**config.mk**
```make
export PLATFORM = sky130hd
export DESIGN_NAME = tx_app_arb_flat
export DESIGN_NICKNAME = d
export VERILOG_FILES = /design/src/tx_app_pkg.sv /design/src/tx_app_if.sv /design/src/tx_app_arb.sv /design/src/flat_wrapper.sv
export SDC_FILE = /design/constraint.sdc
export NUM_CORES = 1
export LEC_CHECK = 0
export BUFFER_PORTS_ARGS = -buffer_cell sky130_fd_sc_hd__buf_2
export CORE_AREA = 2 2 202 204
export CTS_BUF_LIST = sky130_fd_sc_hd__clkbuf_16
export DETAILED_ROUTE_END_ITERATION = 12
export DIE_AREA = 0 0 204 206
export HOLD_SLACK_MARGIN = 0.06
export SYNTH_ARGS = -nofsm -noshare
export SYNTH_HDL_FRONTEND = slang
export SYNTH_SLANG_ARGS = --single-unit
```
**constraint.sdc**
```tcl
create_clock -name sys_clk -period 1.62 [get_ports sys_clk]
set_input_delay 0.081 -clock sys_clk [delete_from_list [all_inputs] [get_ports sys_clk]]
set_output_delay 0.081 -clock sys_clk [all_outputs]
set_load 0.01 [all_outputs]
```
**src/tx_app_pkg.sv**
```systemverilog
// Shared constants of the two-channel transmit application interface
package tx_app_pkg;

	// ----------------------------------------------------------------
	// Channel and data geometry
	// ----------------------------------------------------------------
	localparam int NUM_CH        = 2;   // Channels 0 and 1
	localparam int BYTE_W        = 8;   // Bits per byte lane
	localparam int DATA_W_DEF    = 128; // Channel data width: 128, 256 or 512
	localparam int CAL_PAGES_DEF = 1;   // Calendar pages: 1, 8 or 16

	// ----------------------------------------------------------------
	// Outgoing control word layout
	// ----------------------------------------------------------------
	localparam int CAL_PAGE_W = 16;  // Bits per calendar page
	localparam int CW_W       = 64;  // Link control word width
	localparam int CW_CAL_LSB = 40;  // Page field low bit
	localparam int CW_CAL_MSB = 55;  // Page field high bit

	// ----------------------------------------------------------------
	// Reset values
	// ----------------------------------------------------------------
	localparam logic [NUM_CH-1:0] CH_EN_RST = 2'h0; // Channels start disabled
	localparam logic              LAST_RST  = 1'h1; // Channel 0 wins first

endpackage

```
**src/tx_app_if.sv**
```systemverilog
// Interface joining the application end and the arbiter end
`timescale 1ns/10ps
interface tx_app_if #(
	parameter int DATA_W    = 128,
	parameter int EMPTY_W   = $clog2(DATA_W / 8),
	parameter int CAL_PAGES = 1
) ();

	// Per-channel streams, index 0 is channel 0
	logic [1:0][DATA_W-1:0]  data;
	logic [1:0]              valid;
	logic [1:0]              ready;
	logic [1:0]              sop;
	logic [1:0]              eop;
	logic [1:0]              err;
	logic [1:0][EMPTY_W-1:0] empty;

	// Control inputs of the arbiter
	logic                    force_transmit;
	logic [1:0]              chan_en;
	logic [16*CAL_PAGES-1:0] tx_calendar;

	// Arbiter end
	modport dev (
		input  data, valid, sop, eop, err, empty,
		input  force_transmit, chan_en, tx_calendar,
		output ready
	);

	// Application end
	modport app (
		output data, valid, sop, eop, err, empty,
		output force_transmit, chan_en, tx_calendar,
		input  ready
	);

endinterface

```
**src/tx_app_arb.sv**
```systemverilog
// Arbiter end: grants the two channels and builds calendar control words
//
// Notes on behaviour
// - Two independent channels, 0 and 1.
// - Everything but the asynchronous rst_n reset on rising sys_clk edges.
// - Application picks suitably fast MAC clock.
// - Channel data 128, 256 or 512 bits.
// - Capture only when valid and ready.
// - Valid marks exactly the meaningful words.
// - Ready low holds the channel stream back.
// - Start flag on packet's first word.
// - End flag on packet's last word.
// - Error honoured only on end words.
// - Empty counts void bytes from LSB.
// - Empty width is 4, 5 or 6.
// - Force ignores received calendar on enabled channels.
// - Disabled channel gets no ready from one cycle after chan_en drops.
// - One calendar page per control word, 55:40.
// - Calendar input is 16 per page.
`timescale 1ns/10ps
module tx_app_arb
	import tx_app_pkg::*;
#(
	parameter int DATA_W    = DATA_W_DEF,
	parameter int EMPTY_W   = $clog2(DATA_W / BYTE_W),
	parameter int CAL_PAGES = CAL_PAGES_DEF,
	parameter int PAGE_IW   = (CAL_PAGES > 1) ? $clog2(CAL_PAGES) : 1
) (
	// Clock and reset
	input  wire logic                     sys_clk,
	input  wire logic                     rst_n,
	// Application channel pair
	tx_app_if.dev                         bus,
	// In-band calendar received from the partner, one bit per channel
	input  wire logic [1:0]               link_xon,
	// Merged word stream toward the framer
	input  wire logic                     link_ready,
	output logic                          link_valid,
	output logic                          link_ch,
	output logic                          link_sop,
	output logic                          link_eop,
	output logic                          link_err,
	output logic      [EMPTY_W-1:0]       link_empty,
	output logic      [DATA_W/BYTE_W-1:0] link_keep,
	output logic      [DATA_W-1:0]        link_data,
	// Control word request and answer
	input  wire logic                     ctl_req,
	output logic                          ctl_valid,
	output logic      [PAGE_IW-1:0]       ctl_page,
	output logic      [CW_W-1:0]          ctl_word
);

	localparam int NBYTES = DATA_W / BYTE_W;

	// ----------------------------------------------------------------
	// Eligibility and capture
	// ----------------------------------------------------------------
	logic [1:0] ready_r;
	logic [1:0] elig;
	logic [1:0] cap;
	logic       cap_any;
	logic       cap_ch;

	// Enabled channels pass; partner's calendar gates them unless forced
	assign elig    = bus.chan_en & ({2{bus.force_transmit}} | link_xon);
	assign cap     = ready_r & bus.valid;
	assign cap_any = |cap;
	assign cap_ch  = cap[1];

	// Fields of the captured word
	logic                    sel_sop;
	logic                    sel_eop;
	logic                    sel_err;
	logic [EMPTY_W-1:0]      sel_empty;
	logic [DATA_W-1:0]       sel_data;
	logic [NBYTES-1:0]       void_mask;
	logic [NBYTES-1:0]       sel_keep;

	assign sel_sop   = bus.sop[cap_ch];
	assign sel_eop   = bus.eop[cap_ch];
	assign sel_err   = bus.err[cap_ch] & sel_eop;
	assign sel_empty = sel_eop ? bus.empty[cap_ch] : '0;
	assign sel_data  = bus.data[cap_ch];

	// Byte lanes below the empty count are void, counted from the LSB
	generate
		for (genvar i = 0; i < NBYTES; i++) begin : g_keep
			assign void_mask[i] = (EMPTY_W'(i) < sel_empty);
		end
	endgenerate
	assign sel_keep = ~void_mask;

	// ----------------------------------------------------------------
	// Output slot and packet lock
	// ----------------------------------------------------------------
	logic out_valid_nxt;
	logic lock_r;
	logic lock_ch_r;
	logic last_r;
	logic lock_nxt;
	logic lock_ch_nxt;
	logic last_nxt;
	logic rr_pick;
	logic gsel;
	logic [1:0] ready_nxt;

	// Slot fills on capture and drains when the framer takes it
	assign out_valid_nxt = cap_any | (link_valid & ~link_ready);

	// A channel keeps the grant from its start word to its end word
	assign lock_nxt    = cap_any ? ~sel_eop : lock_r;
	assign lock_ch_nxt = cap_any ? cap_ch : lock_ch_r;
	assign last_nxt    = cap_any ? cap_ch : last_r;

	// Round robin at packet boundaries: the other channel first
	assign rr_pick = (elig[~last_nxt] & bus.valid[~last_nxt]) ? ~last_nxt : last_nxt;
	assign gsel    = lock_nxt ? lock_ch_nxt : rr_pick;

	// Ready only when the slot is free next cycle and the channel may send
	assign ready_nxt[0] = elig[0] & ~out_valid_nxt & ~gsel;
	assign ready_nxt[1] = elig[1] & ~out_valid_nxt & gsel;

	// Grant state
	always_ff @(posedge sys_clk or negedge rst_n) begin
		if (!rst_n) begin
			ready_r   <= 2'h0;
			lock_r    <= 1'b0;
			lock_ch_r <= 1'b0;
			last_r    <= LAST_RST;
		end else begin
			ready_r   <= ready_nxt;
			lock_r    <= lock_nxt;
			lock_ch_r <= lock_ch_nxt;
			last_r    <= last_nxt;
		end
	end

	assign bus.ready = ready_r;

	// Merged stream slot
	always_ff @(posedge sys_clk or negedge rst_n) begin
		if (!rst_n) begin
			link_valid <= 1'b0;
			link_ch    <= 1'b0;
			link_sop   <= 1'b0;
			link_eop   <= 1'b0;
			link_err   <= 1'b0;
			link_empty <= '0;
			link_keep  <= '0;
			link_data  <= '0;
		end else begin
			link_valid <= out_valid_nxt;
			if (cap_any) begin
				link_ch    <= cap_ch;
				link_sop   <= sel_sop;
				link_eop   <= sel_eop;
				link_err   <= sel_err;
				link_empty <= sel_empty;
				link_keep  <= sel_keep;
				link_data  <= sel_data;
			end
		end
	end

	// ----------------------------------------------------------------
	// Calendar control words
	// ----------------------------------------------------------------
	logic [PAGE_IW-1:0]    page_r;
	logic [PAGE_IW-1:0]    page_nxt;
	logic [CAL_PAGE_W-1:0] page_bits;
	logic [CW_W-1:0]       word_nxt;

	// Pages go out in order, wrapping after the last
	assign page_nxt = (32'(page_r) == CAL_PAGES - 1) ? '0 : page_r + PAGE_IW'(1);
	assign page_bits = bus.tx_calendar[32'(page_r)*CAL_PAGE_W +: CAL_PAGE_W];

	// One page sits in the page field, all other bits clear
	always_comb begin
		word_nxt = '0;
		word_nxt[CW_CAL_MSB:CW_CAL_LSB] = page_bits;
	end

	// Answer each request with the current page, then advance
	always_ff @(posedge sys_clk or negedge rst_n) begin
		if (!rst_n) begin
			page_r    <= '0;
			ctl_valid <= 1'b0;
			ctl_page  <= '0;
			ctl_word  <= '0;
		end else begin
			ctl_valid <= ctl_req;
			if (ctl_req) begin
				ctl_word <= word_nxt;
				ctl_page <= page_r;
				page_r   <= page_nxt;
			end
		end
	end

endmodule // tx_app_arb

```
**src/flat_wrapper.sv**
```systemverilog
// flat-port wrapper written by rule: the top's interface ports become plain ports
module tx_app_arb_flat import tx_app_pkg::*;
#(
	parameter int DATA_W    = DATA_W_DEF,
	parameter int EMPTY_W   = $clog2(DATA_W / BYTE_W),
	parameter int CAL_PAGES = CAL_PAGES_DEF,
	parameter int PAGE_IW   = (CAL_PAGES > 1) ? $clog2(CAL_PAGES) : 1
)
  (sys_clk, rst_n, link_xon, link_ready, link_valid, link_ch, link_sop, link_eop, link_err, link_empty, link_keep, link_data, ctl_req, ctl_valid, ctl_page, ctl_word, bus_data, bus_valid, bus_sop, bus_eop, bus_err, bus_empty, bus_force_transmit, bus_chan_en, bus_tx_calendar, bus_ready);
  tx_app_if #(.DATA_W(DATA_W), .EMPTY_W(EMPTY_W), .CAL_PAGES(CAL_PAGES)) bus_i ();
  input  wire logic sys_clk;
  input  wire logic rst_n;
  input  wire logic [1:0] link_xon;
  input  wire logic link_ready;
  output logic link_valid;
  output logic link_ch;
  output logic link_sop;
  output logic link_eop;
  output logic link_err;
  output logic      [EMPTY_W-1:0] link_empty;
  output logic      [DATA_W/BYTE_W-1:0] link_keep;
  output logic      [DATA_W-1:0] link_data;
  input  wire logic ctl_req;
  output logic ctl_valid;
  output logic      [PAGE_IW-1:0] ctl_page;
  output logic      [CW_W-1:0] ctl_word;
  input wire logic [$bits(bus_i.data)-1:0] bus_data;
  input wire logic [$bits(bus_i.valid)-1:0] bus_valid;
  input wire logic [$bits(bus_i.sop)-1:0] bus_sop;
  input wire logic [$bits(bus_i.eop)-1:0] bus_eop;
  input wire logic [$bits(bus_i.err)-1:0] bus_err;
  input wire logic [$bits(bus_i.empty)-1:0] bus_empty;
  input wire logic [$bits(bus_i.force_transmit)-1:0] bus_force_transmit;
  input wire logic [$bits(bus_i.chan_en)-1:0] bus_chan_en;
  input wire logic [$bits(bus_i.tx_calendar)-1:0] bus_tx_calendar;
  output wire logic [$bits(bus_i.ready)-1:0] bus_ready;
  assign bus_i.data = bus_data;
  assign bus_i.valid = bus_valid;
  assign bus_i.sop = bus_sop;
  assign bus_i.eop = bus_eop;
  assign bus_i.err = bus_err;
  assign bus_i.empty = bus_empty;
  assign bus_i.force_transmit = bus_force_transmit;
  assign bus_i.chan_en = bus_chan_en;
  assign bus_i.tx_calendar = bus_tx_calendar;
  assign bus_ready = bus_i.ready;
  tx_app_arb #(.DATA_W(DATA_W), .EMPTY_W(EMPTY_W), .CAL_PAGES(CAL_PAGES), .PAGE_IW(PAGE_IW)) u_core (.sys_clk(sys_clk), .rst_n(rst_n), .bus(bus_i), .link_xon(link_xon), .link_ready(link_ready), .link_valid(link_valid), .link_ch(link_ch), .link_sop(link_sop), .link_eop(link_eop), .link_err(link_err), .link_empty(link_empty), .link_keep(link_keep), .link_data(link_data), .ctl_req(ctl_req), .ctl_valid(ctl_valid), .ctl_page(ctl_page), .ctl_word(ctl_word));
endmodule
```
After elaboration in Yosys (flattened, before gate mapping) --
Index checks and enable logic that the tools add are counted.
Word-level totals: bits in latches 0, memory bits (writable) 0, input bits 297, ROM bits 0, logic and storage cells 75, memories kept 0, output and inout bits 221, register bits after elaboration 177
Operators by class: div/mod/pow operators 0, reductions and logical operators 1, shift-type cells 1, bitwise gates (word level) 17, multiply operators 0, $add $sub $neg 1, order comparisons 18, equality and inequality tests 0, mux-type cells 21
Operators by type and width (number):
- 128-bit two-way mux | 2
- 4-bit < comparator (first input constant) | 8
- 3-bit by 4-bit < comparator with 1-bit output (first input constant) | 4
- 1-bit two-way mux | 16
- 16-bit inverter | 1
- 16-bit by 6-bit variable part select with 16-bit output | 1
- 4-bit two-way mux | 3
- 1-bit by 4-bit < comparator with 1-bit output (first input constant) | 2
- 2-bit by 4-bit < comparator with 1-bit output (first input constant) | 2
- 1-bit bitwise AND | 7
- 1-bit inverter | 5
- 2-bit bitwise AND | 2
- 1-bit by 2-bit < comparator with 1-bit output (second input constant) | 2
- 2-bit bitwise OR | 1
- 2-bit OR reduction | 1
- 1-bit adder (second input constant) | 1
- 1-bit bitwise OR | 1

Depth between registers and ports, before layout --
word-level depth 11, gate-level depth with buffers 6, gate-level depth less buffers 5

Least setup slack after synthesis --
No wires, ideal clock.
kind flip-flop to flip-flop, from reg u_core.ready_r[1], in the netlist u_core.bus.ready[1], to reg u_core.ready_r[0], in the netlist u_core.bus.ready[0], stages on the path, launching flop included 6, library setup time 122 ps, required time 1498 ps, slack -56 ps, arrival time 1554 ps, cells stage by stage dfrtp_1 and2_1 buf_6 a21oi_1 mux2_2 o2111a_1
On the way: cells in the longest elaborated chain, start to end 10
RTL lines:
- start, declared | line tx_app_arb.sv:58 | logic [1:0] ready_r;
- start signal, assigned | line tx_app_arb.sv:131 | ready_r <= ready_nxt;
- 2-bit bitwise AND * | line tx_app_arb.sv:66 | assign cap = ready_r & bus.valid;
- 2-bit OR reduction | line tx_app_arb.sv:67 | assign cap_any = |cap;
- 1-bit two-way mux | line tx_app_arb.sv:113 | assign last_nxt = cap_any ? cap_ch : last_r;
- 1-bit two-way mux (not written as such) (2 in series) | line tx_app_arb.sv:116 | assign rr_pick = (elig[~last_nxt] & bus.valid[~last_nxt]) ? ~last_nxt : last_nxt;
- 1-bit bitwise AND | line tx_app_arb.sv:116
- 1-bit two-way mux | line tx_app_arb.sv:116
- 1-bit two-way mux | line tx_app_arb.sv:117 | assign gsel = lock_nxt ? lock_ch_nxt : rr_pick;
- 1-bit inverter | line tx_app_arb.sv:120 | assign ready_nxt[0] = elig[0] & ~out_valid_nxt & ~gsel;
- 1-bit bitwise AND * | line tx_app_arb.sv:120
- via u_core.ready_nxt[0] | line tx_app_arb.sv:105 | logic [1:0] ready_nxt;
The timed path passes the listed nets; every way through them passes the cells marked *. The select of a mux whose other input is x is not followed. A chain may end at the register's enable or synchronous reset.

Worst setup path after layout --
from reg u_core.ready_r[1], in the netlist u_core.bus.ready[1], to reg u_core.link_keep[13]
On the way: cells in the longest elaborated chain, start to end 6
RTL lines:
- 2-bit bitwise AND * | line tx_app_arb.sv:66
- 4-bit two-way mux (not written as such) / 1-bit two-way mux (equally long branches) (2 in series) | line tx_app_arb.sv:82, tx_app_arb.sv:80
- 4-bit two-way mux | line tx_app_arb.sv:82 | assign sel_empty = sel_eop ? bus.empty[cap_ch] : '0;
- 4-bit < comparator | line tx_app_arb.sv:88 | assign void_mask[i] = (EMPTY_W'(i) < sel_empty);
- 16-bit inverter | line tx_app_arb.sv:91 | assign sel_keep = ~void_mask;
- end signal, assigned | line tx_app_arb.sv:159 | link_keep <= sel_keep;
- end, declared | line tx_app_arb.sv:44 | output logic [DATA_W/BYTE_W-1:0] link_keep,
Every way passes the cells marked *; elsewhere a longest branch is shown, timed or not. The select of a mux whose other input is x is not followed.

==> metrics.txt <==
run status finished, violations left; final worst setup slack -0.0106 ns; internal power component 13.0 mW; number of cells traversed by the worst hold path 5; Seq cells post-synth 175; drt drc 0; most frequent cell after synthesis sky130_fd_sc_hd__nand2_1; worst hold slack 0.0852 ns; maximum count of clock buffers along a single path 2; power dissipated by switching net loads 8.58 mW; Post-Route WL 35400 um; die area 42000 um^2; cells taking the most area after synthesis sky130_fd_sc_hd__dfrtp_1 54%, sky130_fd_sc_hd__nand2_1 13%, sky130_fd_sc_hd__a31oi_1 10%; per-cell via count in the routed design 4.37; Global Route Usage Sum 15.1%; Critical R2R Capture u_core.link_keep[13]; post-synth design cell area 8030 um^2; logic gate share of total power 46.5%; Filler Cells Inserted 3893; Slowest-stage cell, CP sky130_fd_sc_hd__or4_4; GRT overflow 0; core outline area 40200 um^2; failing checks negative setup slack; delay of the slowest cell on the worst path 0.51 ns; storage element area 4380 um^2; synthesized instance count 916; Antenna Nets Post-Route 0; total of max-cap violations 0; total area of multi-input combinational cells 3270 um^2; power per standard cell area 1450 nW/um^2; launch instance of the worst register-to-register path u_core.bus.ready[1]; first-pass GRT wire length 49300 um; antenna violations before repair 3; Setup violations, final 2; Initial Utilization 20.0%; Die Span X 204 um; endpoint kind of the worst setup timing path flip-flop; share of layout cells above drive strength 1 35.6%; clock network fraction of design power 18.9%; Layout Area Growth over Synthesis 85.2%; worst-skew pair later-pin latency 0.44 ns; cell type contributing the most total cell area after synthesis sky130_fd_sc_hd__dfrtp_1; count of boundary I/O pins 518; CTS root buf sky130_fd_sc_hd__clkbuf_16; CTS buffer count 17; final setup skew 0.00654 ns; number of max-slew violations in the final report 0; path type of the worst setup path reg -> reg; total of warnings raised by yosys 0; CP Cell Sequence buf_6, and2_4, nor2_4, or4_4, o22a_1; Period minus WS final 1.63 ns; logic depth of the worst register-to-register path 5; clock transition time at the flip-flop clock pins of the worst setup and hold paths 0.07 ns; Post-synth EDFFs 0; final total power 21.5 mW; clock tree from TritonCTS done; required time worst endpoint 1.95 ns; quantity of I/O buffers inserted on ports 468; vias after detailed routing 9763; post-synthesis average cell area 8.77 um^2; number of standard-cell rows in the floorplan 74; worst supply voltage drop on vdd 676 uV; worst min-delay path startpoint link_ready; DRT Pass-1 Iters 6; top cells by instance count after synthesis 278 x sky130_fd_sc_hd__nand2_1, 174 x sky130_fd_sc_hd__dfrtp_1, 143 x sky130_fd_sc_hd__nor2_1, 131 x sky130_fd_sc_hd__a31oi_1, 50 x sky130_fd_sc_hd__buf_4; number of global-route vias before repair 9566; Fmax achieved 0.613 GHz; final routed wire length divided by cell count 15.8 um; Hold/Removal Path Class in -> reg; worst setup slack for register-to-register paths -0.01 ns; leak pwr 7.09 nW; period utilisation layout 101%; number of nets in the layout 1985; HPWL after DPL 22200 um; Die Span Y 206 um; fraction of registers with async set/reset 100%; largest net degree at the start of global routing 59; sink count of the clock tree 175; unrepaired setup endpoints after global routing true; Detailed Route Iter0 Violations 769; Hold Vio Cnt, Final 0; weighted congestion reported at the end of routability-driven placement 0.858; largest fanout of any net on the critical path 8; Endpoint, Worst Hold u_core.link_valid; prevailing post-synth register cell sky130_fd_sc_hd__dfrtp_1; Max H-tree Level 4; share of total power in sequential cells 34.6%; sequential-to-total area share from yosys stat 54.5%; arrival time of data at the critical path endpoint 1.96 ns; switching power as a share of total power 39.8%; Synth cell types 36; share of the synthesized area in the top cell type 54.2%; crit path launch type flip-flop
==> power by group through the flow <==
| stage | clock (mW) | combinational [mW] | sequential (mW) |
|---|---|---|---|
| global placement | 0 | 8.71 | 7.41 |
| CTS | 4.23 | 9.47 | 7.40 |
| floorplan | 0 | 3.85 | 8.24 |
| finish | 4.07 | 10.0 | 7.45 |
| global route | 4.38 | 11.0 | 7.66 |
| detailed placement | 0 | 8.87 | 7.44 |
==> routing by layer <==
metal / up-vias / track usage, % / routed length (um)
met1: 4575 / 16.5 / 13300
met2: 568 / 25.8 / 17300
li1: 4508 / - / -
met5: - / 0 / 7
met4: 2 / 8.57 / 1620
met3: 110 / 4.81 / 3140
==> cells by family (layout without fill, tap and decap cells) <==
kind of cell,count (synthesis),after routing,synth area share [%]
simple gates,438,438,21.0
other cells,1,51,0.0467
buf+inv,117,854,8.38
flops,175,175,54.5
mux,22,22,3.02
compound gates,163,163,13.0
==> through the flow <==
stage	cells	TNS (ns)	utilization (%)	area (um^2)	setup WS (ns)
2_1_floorplan	964	0	-	8210	0.0196
5_1_grt	2234	-1.83	37.0	14900	-0.0827
3_3_place_gp	1905	-0.402	27.7	11100	-0.0839
3_5_place_dp	1905	-2.35	27.7	11100	-0.121
4_1_cts	2223	-0.0223	36.3	14600	-0.0127
6_report	2235	-0.0193	37.0	14900	-0.0106
==> state kept, by name, indices dropped and copies added (netlist names) <==
name,count
u_core.link_eop,1
u_core.ctl_valid,1
u_core.ctl_word,16
u_core.bus.ready,2
u_core.link_empty,4
u_core.link_keep,16
u_core.link_err,1
u_core.link_valid,1
u_core.link_ch,1
u_core.lock_ch_r,1
u_core.lock_r,1
u_core.link_sop,1
u_core.link_data,128
u_core.last_r,1
==> cell usage in the layout, fill, tap and decap left out, types with 4 or more instances in the layout <==
cell type	Yosys	layout
sky130_fd_sc_hd__dfrtp_1	174	173
sky130_fd_sc_hd__mux2_2	18	18
sky130_fd_sc_hd__buf_16	0	4
sky130_fd_sc_hd__buf_4	50	42
sky130_fd_sc_hd__a31oi_1	131	131
sky130_fd_sc_hd__inv_6	0	4
sky130_fd_sc_hd__conb_1	1	49
sky130_fd_sc_hd__clkbuf_16	0	21
sky130_fd_sc_hd__buf_2	31	468
sky130_fd_sc_hd__nor2_1	143	141
sky130_fd_sc_hd__buf_12	0	8
sky130_fd_sc_hd__a21oi_1	11	9
sky130_fd_sc_hd__o31ai_1	4	4
sky130_fd_sc_hd__mux2i_1	4	4
sky130_fd_sc_hd__dlygate4sd3_1	0	282
sky130_fd_sc_hd__inv_1	4	5
sky130_fd_sc_hd__buf_6	1	7
sky130_fd_sc_hd__nand2_1	278	276
==> critical path, delay by kind of cell (launching register included) <==
family                 cells  cell delay, ns
AND/OR/NAND/NOR            3            0.78
AO/OA/AOI/OAI              1            0.16
buffers and inverters      1            0.12
flip-flops                 1            0.46
==> worst max path at each step <==
stage / depth (start not counted) / from / slack [ns] / to
after floorplan: 5 / u_core.bus.ready[1] / 0.02 / u_core.link_keep[13]
after global placement: 5 / u_core.bus.ready[1] / -0.08 / u_core.link_keep[13]
after detailed placement: 5 / u_core.bus.ready[1] / -0.12 / u_core.link_keep[1]
after CTS: 5 / u_core.bus.ready[1] / -0.01 / u_core.link_keep[13]
after global routing: 6 / u_core.bus.ready[1] / -0.08 / u_core.link_keep[1]
final: 5 / u_core.bus.ready[1] / -0.01 / u_core.link_keep[13]
==> layout make-up <==
cell class                      count  share of cell area, %
Clock buffer                       17                   2.86
Multi-Input combinational cell    672                   22.0
Clock inverter                     15                  0.908
Sequential cell                   175                   29.5
Tap cell                          532                   4.47
Timing Repair Buffer              818                   40.2
Inverter                            4                  0.101
Antenna cell                        2                 0.0336
==> timing repair <==
item	4_1_cts	5_1_grt
setup buffers	3	5
endpoints found under the hold margin	324	0
gates cloned	1	6
endpoints found under the setup margin	112	130
pin swaps	0	7
gates resized for setup	12	29
hold buffers	282	0
Note: power is estimated with default switching activity, not from simulation.
